### src/inc/nisc_defines.vh
// Purpose: constants for the node init state control block
// Assumes: 10 MHz clock
// Notes:   command and message codes are local encodings
`ifndef NISC_DEFINES_VH
`define NISC_DEFINES_VH
`define NISC_CLK_HZ        32'h0098_9680
`define NISC_CMD_NONE      4'h0
`define NISC_CMD_RESET     4'h1
`define NISC_CMD_QCANCEL   4'h2
`define NISC_CMD_DOMAIN    4'h3
`define NISC_CMD_SETMODE   4'h4
`define NISC_CMD_MSG       4'h5
`define NISC_CMD_HWPROPS   4'h6
`define NISC_CMD_COMMPAR   4'h7
`define NISC_CMD_SVCPIN    4'h8
`define NISC_RSP_OK        2'h1
`define NISC_RSP_FAIL      2'h2
`define NISC_RSP_REJECT    2'h3
`define NISC_NV_CONFIGURED 2'h0
`define NISC_NV_DOM_LO     2'h1
`define NISC_NV_DOM_HI     2'h2
`define NISC_RST_CYCLES    8'h10
`endif

### src/nisc_nvmem.v
// Purpose: small nonvolatile store for configured flag and domains
// Assumes: contents held across resets; reset does not touch it
// Notes:   read data is registered
`timescale 1ns/100ps
`default_nettype none
module nisc_nvmem (
  input  wire       clk_in,
  input  wire       we_in,
  input  wire [1:0] waddr_in,
  input  wire       wdata_in,
  input  wire [1:0] raddr_in,
  output reg        rdata_out
);
  reg mem [0:3];
  always @(posedge clk_in) begin
    if (we_in) begin
      mem[waddr_in] <= wdata_in;
    end
    rdata_out <= mem[raddr_in];
  end
endmodule
`default_nettype wire

### src/nisc_top.v
// Purpose: init and installation state control for a network node
// Assumes: one command per CMD_VALID_IN pulse; inputs synchronous
// Notes:   nonvolatile state reloaded from the store after reset
// Behaviour
// - reset enters quiesced unless network enable is set; configured state reloaded from store, cleared if stored domain is zero
// - quiesced: network management messages from network are ignored
// - unconfigured: application messages from network are not delivered
// - configured only after a domain assigned and mode set configured
// - configure may come from host or from the network
// - configured state and domains kept in nonvolatile store
// - with network disable, every reset re-enters quiesced
// - quiesced host message: acked fails, unacked succeeds, none sent
// - normal unconfigured host message: success, not sent
// - reset command resets then sends reset notification uplink
// - first uplink message after power-up is reset notification
// - host quiesce cancel command leaves quiesced; from network it is ignored
// - hardware properties rejected unless clock rate equals 10 MHz
// - communication parameters rejected if channel mismatches transceiver
// - service-pin install only if quiesce cancelled or network enable
`timescale 1ns/100ps
`default_nettype none
`include "nisc_defines.vh"
module nisc_top (
  input  wire        CLK_IN,
  input  wire        RST_N_IN,
  input  wire        NET_ENABLE_CFG_INPUT_IN,
  input  wire        CMD_VALID_IN,
  input  wire [3:0]  CMD_CODE_IN,
  input  wire        CMD_FROM_NET_IN,
  input  wire        CMD_ACKED_IN,
  input  wire        CMD_APP_IN,
  input  wire [1:0]  CMD_DOMAIN_IN,
  input  wire        CMD_MODE_CFG_IN,
  input  wire [31:0] CMD_CLK_HZ_IN,
  input  wire [7:0]  CMD_CHANNEL_IN,
  input  wire [7:0]  XCVR_CHANNEL_IN,
  output reg         RSP_VALID_OUT,
  output reg  [1:0]  RSP_CODE_OUT,
  output reg         NET_TX_OUT,
  output reg         APP_DELIVER_OUT,
  output reg         NM_DELIVER_OUT,
  output reg         UPLINK_RESET_OUT,
  output wire        QUIESCED_OUT,
  output wire        CONFIGURED_OUT,
  output wire        BUSY_OUT
);
  localparam ST_LOAD0 = 3'd0;
  localparam ST_LOAD1 = 3'd1;
  localparam ST_LOAD2 = 3'd2;
  localparam ST_LOAD3 = 3'd3;
  localparam ST_RUN   = 3'd4;
  localparam ST_SOFT  = 3'd5;
  localparam ST_NVHI  = 3'd6;

  reg  [2:0] state_reg;
  reg        quiesced_reg;
  reg        configured_reg;
  reg  [1:0] domain_reg;
  reg        notify_reg;
  reg  [7:0] cnt_reg;
  reg        nv_we;
  reg  [1:0] nv_waddr;
  reg        nv_wdata;
  reg  [1:0] nv_raddr;
  wire       nv_rdata;

  nisc_nvmem u_nv (
    .clk_in    (CLK_IN),
    .we_in     (nv_we),
    .waddr_in  (nv_waddr),
    .wdata_in  (nv_wdata),
    .raddr_in  (nv_raddr),
    .rdata_out (nv_rdata)
  );

  function [1:0] rsp_for;
    input q;
    input acked;
    begin
      if (q && acked) begin
        rsp_for = `NISC_RSP_FAIL;
      end else begin
        rsp_for = `NISC_RSP_OK;
      end
    end
  endfunction

  assign QUIESCED_OUT   = quiesced_reg;
  assign CONFIGURED_OUT = configured_reg;
  assign BUSY_OUT       = (state_reg != ST_RUN);

  always @* begin
    nv_raddr = `NISC_NV_CONFIGURED;
    case (state_reg)
      ST_LOAD0: nv_raddr = `NISC_NV_CONFIGURED;
      ST_LOAD1: nv_raddr = `NISC_NV_DOM_LO;
      ST_LOAD2: nv_raddr = `NISC_NV_DOM_HI;
      default:  nv_raddr = `NISC_NV_CONFIGURED;
    endcase
  end

  // commands are only taken in ST_RUN so busy windows drop them
  always @(posedge CLK_IN or negedge RST_N_IN) begin
    if (!RST_N_IN) begin
      state_reg        <= ST_LOAD0;
      quiesced_reg     <= 1'b1;
      configured_reg   <= 1'b0;
      domain_reg       <= 2'b00;
      notify_reg       <= 1'b1;
      cnt_reg          <= 8'h00;
      RSP_VALID_OUT    <= 1'b0;
      RSP_CODE_OUT     <= 2'b00;
      NET_TX_OUT       <= 1'b0;
      APP_DELIVER_OUT  <= 1'b0;
      NM_DELIVER_OUT   <= 1'b0;
      UPLINK_RESET_OUT <= 1'b0;
      nv_we            <= 1'b0;
      nv_waddr         <= 2'b00;
      nv_wdata         <= 1'b0;
    end else begin
      RSP_VALID_OUT    <= 1'b0;
      NET_TX_OUT       <= 1'b0;
      APP_DELIVER_OUT  <= 1'b0;
      NM_DELIVER_OUT   <= 1'b0;
      UPLINK_RESET_OUT <= 1'b0;
      nv_we            <= 1'b0;
      case (state_reg)
        ST_LOAD0: begin
          // strap caught after release, not under the async reset
          quiesced_reg <= ~NET_ENABLE_CFG_INPUT_IN;
          state_reg    <= ST_LOAD1;
        end
        ST_LOAD1: begin
          configured_reg <= nv_rdata;
          state_reg      <= ST_LOAD2;
        end
        ST_LOAD2: begin
          domain_reg[0] <= nv_rdata;
          state_reg     <= ST_LOAD3;
        end
        ST_LOAD3: begin
          domain_reg[1] <= nv_rdata;
          configured_reg <= configured_reg & (domain_reg[0] | nv_rdata);
          state_reg     <= ST_RUN;
          if (notify_reg) begin
            UPLINK_RESET_OUT <= 1'b1;
            notify_reg       <= 1'b0;
          end
        end
        ST_SOFT: begin
          if (cnt_reg == `NISC_RST_CYCLES) begin
            notify_reg <= 1'b1;
            state_reg  <= ST_LOAD0;
          end else begin
            cnt_reg <= cnt_reg + 8'h01;
          end
        end
        ST_NVHI: begin
          // one-bit store needs a second write; costs one busy cycle
          nv_we     <= 1'b1;
          nv_waddr  <= `NISC_NV_DOM_HI;
          nv_wdata  <= domain_reg[1];
          state_reg <= ST_RUN;
        end
        ST_RUN: begin
          if (CMD_VALID_IN) begin
            case (CMD_CODE_IN)
              `NISC_CMD_RESET: begin
                cnt_reg        <= 8'h00;
                quiesced_reg   <= 1'b1;
                state_reg      <= ST_SOFT;
              end
              `NISC_CMD_QCANCEL: begin
                if (!CMD_FROM_NET_IN) begin
                  quiesced_reg <= 1'b0;
                end
              end
              `NISC_CMD_DOMAIN, `NISC_CMD_SETMODE: begin
                if (CMD_FROM_NET_IN && quiesced_reg) begin
                  RSP_VALID_OUT <= 1'b0;
                end else begin
                  RSP_VALID_OUT <= 1'b1;
                  RSP_CODE_OUT  <= `NISC_RSP_OK;
                  nv_we         <= 1'b1;
                  if (CMD_CODE_IN == `NISC_CMD_DOMAIN) begin
                    domain_reg <= CMD_DOMAIN_IN;
                    nv_waddr   <= `NISC_NV_DOM_LO;
                    state_reg  <= ST_NVHI;
                    nv_wdata   <= CMD_DOMAIN_IN[0];
                    if (CMD_DOMAIN_IN == 2'b00) begin
                      configured_reg <= 1'b0;
                    end
                  end else if (CMD_MODE_CFG_IN && domain_reg != 2'b00) begin
                    configured_reg <= 1'b1;
                    nv_waddr       <= `NISC_NV_CONFIGURED;
                    nv_wdata       <= 1'b1;
                  end else begin
                    configured_reg <= 1'b0;
                    nv_waddr       <= `NISC_NV_CONFIGURED;
                    nv_wdata       <= 1'b0;
                    RSP_CODE_OUT   <= CMD_MODE_CFG_IN ? `NISC_RSP_REJECT
                                                      : `NISC_RSP_OK;
                  end
                end
              end
              `NISC_CMD_MSG: begin
                if (CMD_FROM_NET_IN) begin
                  NM_DELIVER_OUT  <= ~CMD_APP_IN & ~quiesced_reg;
                  APP_DELIVER_OUT <= CMD_APP_IN & configured_reg
                                     & ~quiesced_reg;
                end else begin
                  RSP_VALID_OUT <= 1'b1;
                  RSP_CODE_OUT  <= rsp_for(quiesced_reg, CMD_ACKED_IN);
                  NET_TX_OUT    <= ~quiesced_reg & configured_reg;
                end
              end
              `NISC_CMD_HWPROPS: begin
                RSP_VALID_OUT <= 1'b1;
                RSP_CODE_OUT  <= (CMD_CLK_HZ_IN == `NISC_CLK_HZ)
                                 ? `NISC_RSP_OK : `NISC_RSP_REJECT;
              end
              `NISC_CMD_COMMPAR: begin
                RSP_VALID_OUT <= 1'b1;
                RSP_CODE_OUT  <= (CMD_CHANNEL_IN == XCVR_CHANNEL_IN)
                                 ? `NISC_RSP_OK : `NISC_RSP_REJECT;
              end
              `NISC_CMD_SVCPIN: begin
                RSP_VALID_OUT <= 1'b1;
                RSP_CODE_OUT  <= quiesced_reg ? `NISC_RSP_REJECT
                                              : `NISC_RSP_OK;
              end
              default: begin
                RSP_VALID_OUT <= 1'b0;
              end
            endcase
          end
        end
        default: begin
          state_reg <= ST_LOAD0;
        end
      endcase
    end
  end
endmodule
`default_nettype wire

### config.mk
export PLATFORM = sky130hd
export DESIGN_NAME = nisc_top
export DESIGN_NICKNAME = d
export VERILOG_FILES = /design/src/nisc_nvmem.v /design/src/nisc_top.v
export VERILOG_INCLUDE_DIRS = /design/src /design/src/inc
export SDC_FILE = /design/constraint.sdc
export NUM_CORES = 1
export LEC_CHECK = 0
export BUFFER_PORTS_ARGS = -buffer_cell sky130_fd_sc_hd__buf_2
export CAP_MARGIN = 40
export CORE_MARGIN = 1.5
export CORE_UTILIZATION = 49
export DETAILED_ROUTE_END_ITERATION = 8
export GPL_TIMING_DRIVEN = 0
export PLACE_DENSITY = 0.8
export SLEW_MARGIN = 20
export SYNTH_ARGS = -nofsm -noshare
export SYNTH_HDL_FRONTEND = slang
export SYNTH_SLANG_ARGS = --single-unit
### constraint.sdc
create_clock -name CLK_IN -period 2.25 [get_ports CLK_IN]
set_input_delay 0.225 -clock CLK_IN [delete_from_list [all_inputs] [get_ports CLK_IN]]
set_output_delay 0.225 -clock CLK_IN [all_outputs]
set_load 0.05 [all_outputs]
==> results.toml, run 1 <==
[routing]
wl_mm = 4.670
drc = 0
viasPerCell = 5.506
drtIter0Drc = 105
ant_nets = 0
avgRoutedWirePerCell_um = 13.65
dr.pass1.iters = 4
vias = 1883

[floorplan]
rows = 22
die_x_um = 65.38
core_area_um2 = 3689
dieArea_um2 = 4275
pin_count = 72
die_h_um = 65.38
start_util_pct = 51.70

[pwr]
leakagePower_nw = 1.103
ir_worst_vdd_uv = 718.6
power_density_nw_per_um2 = 1007

[placement]
hpwl_mm = 3.569
place.port_buffers = 70
gp_congestion = 0.8852
place_area_um2 = 2317
place_ws_ns = 0.1101

[logic_synthesis]
synth_area_leaders = "dfrtp_1 (33%), o21ai_0 (4.7%), edfxtp_1 (4.7%), nand2_1 (4.5%), xnor2_1 (4.1%)"
synth_area_um2 = 1907
yosys.area.top_type = "dfrtp_1"
synth_seq_area_share_pct = 41.34
syn_inst = 213
ys.flop_type = "dfrtp_1"
ys_warn_count = 0
synth_edf_count = 3
synth_seq_cells = 31
avgSynthCellArea_um2 = 8.952
synthArstFlopShare_pct = 87.10
synth.distinct_cells = 52
yosysTopAreaCellShare_pct = 32.81
syn_nets = 277

[setup_path]
cp_cell_sequence = "inv_1 -> ha_1 -> or4b_4 -> nor4b_4 -> nor2_1 -> a22o_1 -> a22o_1"
cp-end-kind = "flip-flop"
cp_slowest_cell = "or4b_4"
required_ns = 2.43
crit_type = "flip-flop to flip-flop"
cp-start-kind = "flip-flop"
critPathMaxFanout = 5
crit_path_max_incr_delay_ns = 0.47
critPathArrivalTime_ns = 2.37
crit_top_cell = "a22o_1"

[global_routing]
antenna_found_initial = 0
grt_pass1_wl_mm = 7.583
grt_pass1_vias = 1727
grt_max_degree = 28
gr-total-overflow = 0
gr-usage-all-layers_pct = 23.30

[run_status]
outcome = "complete, no violations"

[clocking]
worstSkewPairLatency_ns = 0.29
htreeDepth = 2
cts_sinks = 31
cts_tree = "done"
cts_buffers = 5
cts_buffer_depth = 2
root_buffer = "clkbuf_8"
path_clk_slew_ns = 0.06
cts_resized = 0

[sta]
slew_headroom_pct = 58.58
post-route-min-period_ns = 2.189
timing.final.max_slew_violations = 0
worst_pin_slew_ns = 0.6213
finalSetupViolCount = 0
layout_setup_ws_ns = 0.06103
max_freq_mhz = 456.8
period_share_pct = 97.29
hold_violations = 0
finClkSkew_ns = 0.007603

[final_layout]
design_area_um2 = 2432
area_growth_pct = 27.56
largest_register_ffs = 8
drive_gt1_share_pct = 30.95
layout.nets = 357
postLayoutCoreUtil_pct = 65.94
antennaDiodeCount = 0

[worst_hold_path]
hold_class = "input port to flip-flop"

[run]
maxCapViolCount = 0
metrics by stage:
stage	instances	hold slack (ns)	total power, mW	TNS (ns)
after floorplan	213	-0.07059	1.701	0
after global routing	342	0.1151	2.620	-0.02403
after detailed placement	331	0.2728	1.989	0
final	342	0.1182	2.450	0
after global placement	331	0.2681	1.968	0
after CTS	340	0.1148	2.445	0
cells by family (layout without fill, tap and decap cells):
logic type / Yosys count / count (layout) / share of synthesized area (%)
and+or+nand+nor: 91 / 91 / 28.02
AOI/OAI and AO/OA: 59 / 59 / 19.49
DFF: 31 / 31 / 41.34
buffers and inverters: 17 / 98 / 3.543
xor gates and xnor gates: 10 / 10 / 4.593
muxes: 3 / 3 / 1.706
adders and majority gates: 2 / 2 / 1.312
critical path: cells and delay by family, from the launching register on:
family / cells / cell delay (ns)
AOI/OAI and AO/OA: 2 / 0.41
adders and majority gates: 1 / 0.16
buffers and inverters: 1 / 0.11
DFF: 1 / 0.40
and+or+nand+nor: 3 / 1.00
layer usage:
metal  track usage, %  vias to the layer above  wire length (µm)
met4            6.250                        0                31
met5                0                        -                 0
li1                 -                      942                 -
met2            37.63                       42              2330
met1            30.33                      895              2104
met3            7.192                        4               204
report_power, final:
| group | internal, mW | leakage (nW) | switching, mW |
|---|---|---|---|
| clock | 0.244 | 0.0459 | 0.200 |
| sequential | 0.756 | 0.374 | 0.165 |
| combinational | 0.415 | 0.683 | 0.670 |
| total | 1.41 | 1.10 | 1.03 |
timing repair:
action | CTS | global route
setup buffers | 0 | 2
endpoints found under the hold margin | 25 | 0
setup endpoints to repair | 0 | 1
hold buffers | 1 | 0
layout make-up:
type / instances / area (µm²)
sequential: 31 / 788.3
timing repair buffer: 73 / 375.4
tap: 48 / 60.06
multi-input combinational: 165 / 1051
fill: 332 / 1256
clock buffer: 7 / 86.33
buffer: 8 / 33.78
inverter: 9 / 33.78
clock inverter: 1 / 3.754
synthesized netlist by cell type, drive strengths merged (2+ instances only):
library cell,n
nor3,2
nor4b,5
ha,2
edfxtp,3
and3,2
nand3,4
inv,9
clkbuf,5
nor4bb,3
dfstp,2
a21boi,2
or3,4
xnor2,9
o21ai,18
a31oi,3
nor4,3
and2,2
a21oi,14
nor3b,7
buf,3
a22o,3
a22oi,2
o22ai,5
nor2,18
nand4,6
mux2,2
nor2b,7
and3b,2
o211ai,2
dfrtp,25
nand2,23
cells in the final DEF, fill, tap and decap left out, drive strengths merged, types with 3 or more instances in the layout:
master	n
nor2b	7
inv	9
edfxtp	3
o21ai	18
nor4bb	3
nand4	6
a22o	3
buf	75
nor4	3
dfrtp	25
nand3	4
nor4b	5
nand2	23
clkbuf	12
nor2	18
a21oi	14
xnor2	9
or3	4
nor3b	7
o22ai	5
a31oi	3
worst paths after layout:
check / startpoint / to / slack, ns / cells past startpoint
max in group asynchronous: RST_N_IN / cnt_reg[4] / 1.36 / 2
min reg2reg: nv_wdata / u_nv.mem[1] / 0.49 / 0
max reg2reg: cnt_reg[0] / cnt_reg[1] / 0.06 / 7
min in group asynchronous: RST_N_IN / cnt_reg[5] / 0.49 / 2
max: cnt_reg[0] / cnt_reg[1] / 0.06 / 7
min: CMD_APP_IN / NM_DELIVER_OUT / 0.12 / 2
(Power assumes the default switching activity.)
==> inputs of run 2 (changes only) <==
PLACE_DENSITY = 0.79   (was 0.8)
SYNTH_HIERARCHICAL = 1   (was default)
==> run 2 against run 1 <==
Final cell count fell by 3.5%. Critical path depth fell by 2. Area after synthesis rose by 1.8%. Utilization fell by 0.20 points. Sequential share of layout area rose by 0.84 points. Global-route usage rose by 0.81 points. Via count fell by 3.8%. Worst setup slack improved by 0.35 ns. Total power rose by 3.9%. Register-to-register slack improved by 0.41 ns. Wire length rose by 0.21%. Largest power group unchanged. Highest routed layer unchanged.
==> results.toml, run 2 <==
[global_routing]
gr-total-overflow = 0
gr-usage-all-layers_pct = 24.10
grt_pass1_wl_mm = 7.941
grt_max_degree = 28
grt_pass1_vias = 1819
antenna_found_initial = 0

[clocking]
postCtsSetupRepairBufs = 0
root_buffer = "clkbuf_8"
htreeDepth = 2
path_clk_slew_ns = 0.06
cts_buffers = 5
worstSkewPairLatency_ns = 0.29
ctsHoldBuffers = 1
cts_resized = 0
cts_sinks = 32
cts_buffer_depth = 2
cts_tree = "done"

[logic_synthesis]
synth_seq_area_share_pct = 42.17
synthArstFlopShare_pct = 84.38
syn_nets = 267
yosys.area.top_type = "dfrtp_1"
synth_area_leaders = "dfrtp_1 (32%), xor2_1 (6.8%), edfxtp_1 (6.2%), nand2_1 (3.9%), o21ai_0 (3.1%)"
synth.most_common_cell = "dfrtp_1"
syn_inst = 203
ys_warn_count = 6
synth_area_um2 = 1941
synth_edf_count = 4
yosysTopAreaCellShare_pct = 32.24
synth.distinct_cells = 57
synth_seq_cells = 32
avgSynthCellArea_um2 = 9.560
yosys-top-cells-count = "dfrtp_1 (25), nand2_1 (20), nor2_1 (15), xor2_1 (15), o21ai_0 (12)"
ys.flop_type = "dfrtp_1"

[setup_path]
critPathMaxFanout = 10
critPathArrivalTime_ns = 1.62
crit_top_cell = "buf_2"
rr_startpoint = "QUIESCED_OUT"
cp_slowest_cell = "dfrtp_1"
cp-startpoint = "state_reg[2]"
cp-start-kind = "flip-flop"
required_ns = 2.03
cp_cell_sequence = "buf_4 -> nor3b_2 -> buf_2 -> inv_1 -> buf_2"
crit_path_max_incr_delay_ns = 0.36
crit_type = "flip-flop to primary output"
cp-end-kind = "primary output"

[floorplan]
die_h_um = 65.93
rows = 22
core_area_um2 = 3744
die_x_um = 65.93
start_util_pct = 51.84
pin_count = 72
dieArea_um2 = 4347

[worst_hold_path]
hold_class = "input port to flip-flop"
min_from = "CMD_APP_IN"

[sta]
max_freq_mhz = 543.2
finalSetupViolCount = 0
rsz0062_at_grt = "no"
hold_violations = 0
period_share_pct = 81.82
timing.final.max_slew_violations = 0
post-route-min-period_ns = 1.841
tns_ns = 0
finClkSkew_ns = 0.008227
worst_hold_slack_ns = 0.1009
worst_pin_slew_ns = 0.5917
slew_headroom_pct = 60.55

[pwr]
pwr-share-comb_pct = 41.5
swShare_pct = 40.56
p_seq_share_pct = 39.5
power_density_nw_per_um2 = 1034
ir_worst_vdd_uv = 666.1
p_sw_mw = 1.032
leakagePower_nw = 1.146
clockPowerShare_pct = 19.0
p_int_mw = 1.513

[routing]
ant_nets = 0
drc = 0
avgRoutedWirePerCell_um = 14.18
drtIter0Drc = 113
dr.pass1.iters = 4
viasPerCell = 5.488
wl_mm = 4.680
vias = 1811

[final_layout]
stdcell_count = 330
layout.nets = 345
final_common_cell = "buf_2"
antennaDiodeCount = 0
largest_register_ffs = 8
design_area_um2 = 2461
area_growth_pct = 26.82
layout.cells.most_common_list = "buf_2 (74), dfrtp_1 (25), nand2_1 (20)"
drive_gt1_share_pct = 34.75

[placement]
gp_congestion = 0.8121
dpl.cell_count = 321
place.port_buffers = 70
hpwl_mm = 3.657
place_area_um2 = 2351

[run_status]
outcome = "complete, no violations"

[run]
maxCapViolCount = 0
-- run 2: cell count changes after synthesis, sizes merged, moves of 5 or more --
| cell | before | now |
|---|---|---|
| a21oi | 14 | 5 |
| xnor2 | 9 | 1 |
| o21ai | 18 | 13 |
| xor2 | 1 | 15 |
| nor3 | 2 | 7 |
-- run 2: layout make-up --
type                    count  area (µm²)
plain buffers               9       46.29
clock buffers               8       100.1
fillers                   337        1282
inverters                   9       33.78
multi-input cells         153        1042
flip-flops and latches     32       818.3
well taps                  48       60.06
repair buffers             71       360.3
-- run 2: routing by layer --
metal  GRT usage [%]  routed length (µm)
met1           30.54                2017
met2           38.64                2300
met3           5.281                 266
met4           12.24                  95
met5               0                   0
-- run 2: critical path, delay by kind of cell (launching register included) --
| kind | cells | cell delay, ns |
|---|---|---|
| buffers and inverters | 4 | 0.81 |
| flip-flops | 1 | 0.36 |
| AND/OR/NAND/NOR | 1 | 0.16 |
-- run 2: path summary, 6_finish.rpt --
kind / endpoint / slack [ns] / cells after the start
max: BUSY_OUT / 0.41 / 5
min: NM_DELIVER_OUT / 0.10 / 2
max reg2reg: nv_wdata / 0.47 / 6
min reg2reg: notify_reg / 0.50 / 2
max in group asynchronous: domain_reg[0] / 1.37 / 2
min in group asynchronous: state_reg[0] / 0.48 / 2
-- run 2: logic make-up (layout without fill, tap and decap cells) --
family / count (synthesis) / in the layout / synth area share (%)
xor+xnor: 16 / 16 / 7.221
mux: 4 / 4 / 2.772
fa+ha+maj: 2 / 2 / 1.289
simple gates: 90 / 90 / 27.79
compound gates: 41 / 41 / 14.64
buf+inv: 18 / 97 / 4.126
flops: 32 / 32 / 42.17
-- run 2: power by group through the flow --
| stage | Clock [mW] | Combinational (mW) | Sequential [mW] |
|---|---|---|---|
| floorplan | 0 | 0.677 | 1.09 |
| global placement | 0 | 1.02 | 0.999 |
| detailed placement | 0 | 1.05 | 1.01 |
| CTS | 0.493 | 1.06 | 1.00 |
| global route | 0.518 | 1.19 | 1.03 |
| finish | 0.485 | 1.06 | 1.00 |
-- run 2: per-stage QoR --
stage / worst slack, ns / power, mW / utilization (%)
global route: 0.3248 / 2.737 / 65.74
CTS: 0.4134 / 2.555 / 65.74
global placement: 0.5062 / 2.015 / 62.80
detailed placement: 0.4885 / 2.059 / 62.80
floorplan: 0.5519 / 1.764 / -
finish: 0.4091 / 2.545 / 65.74
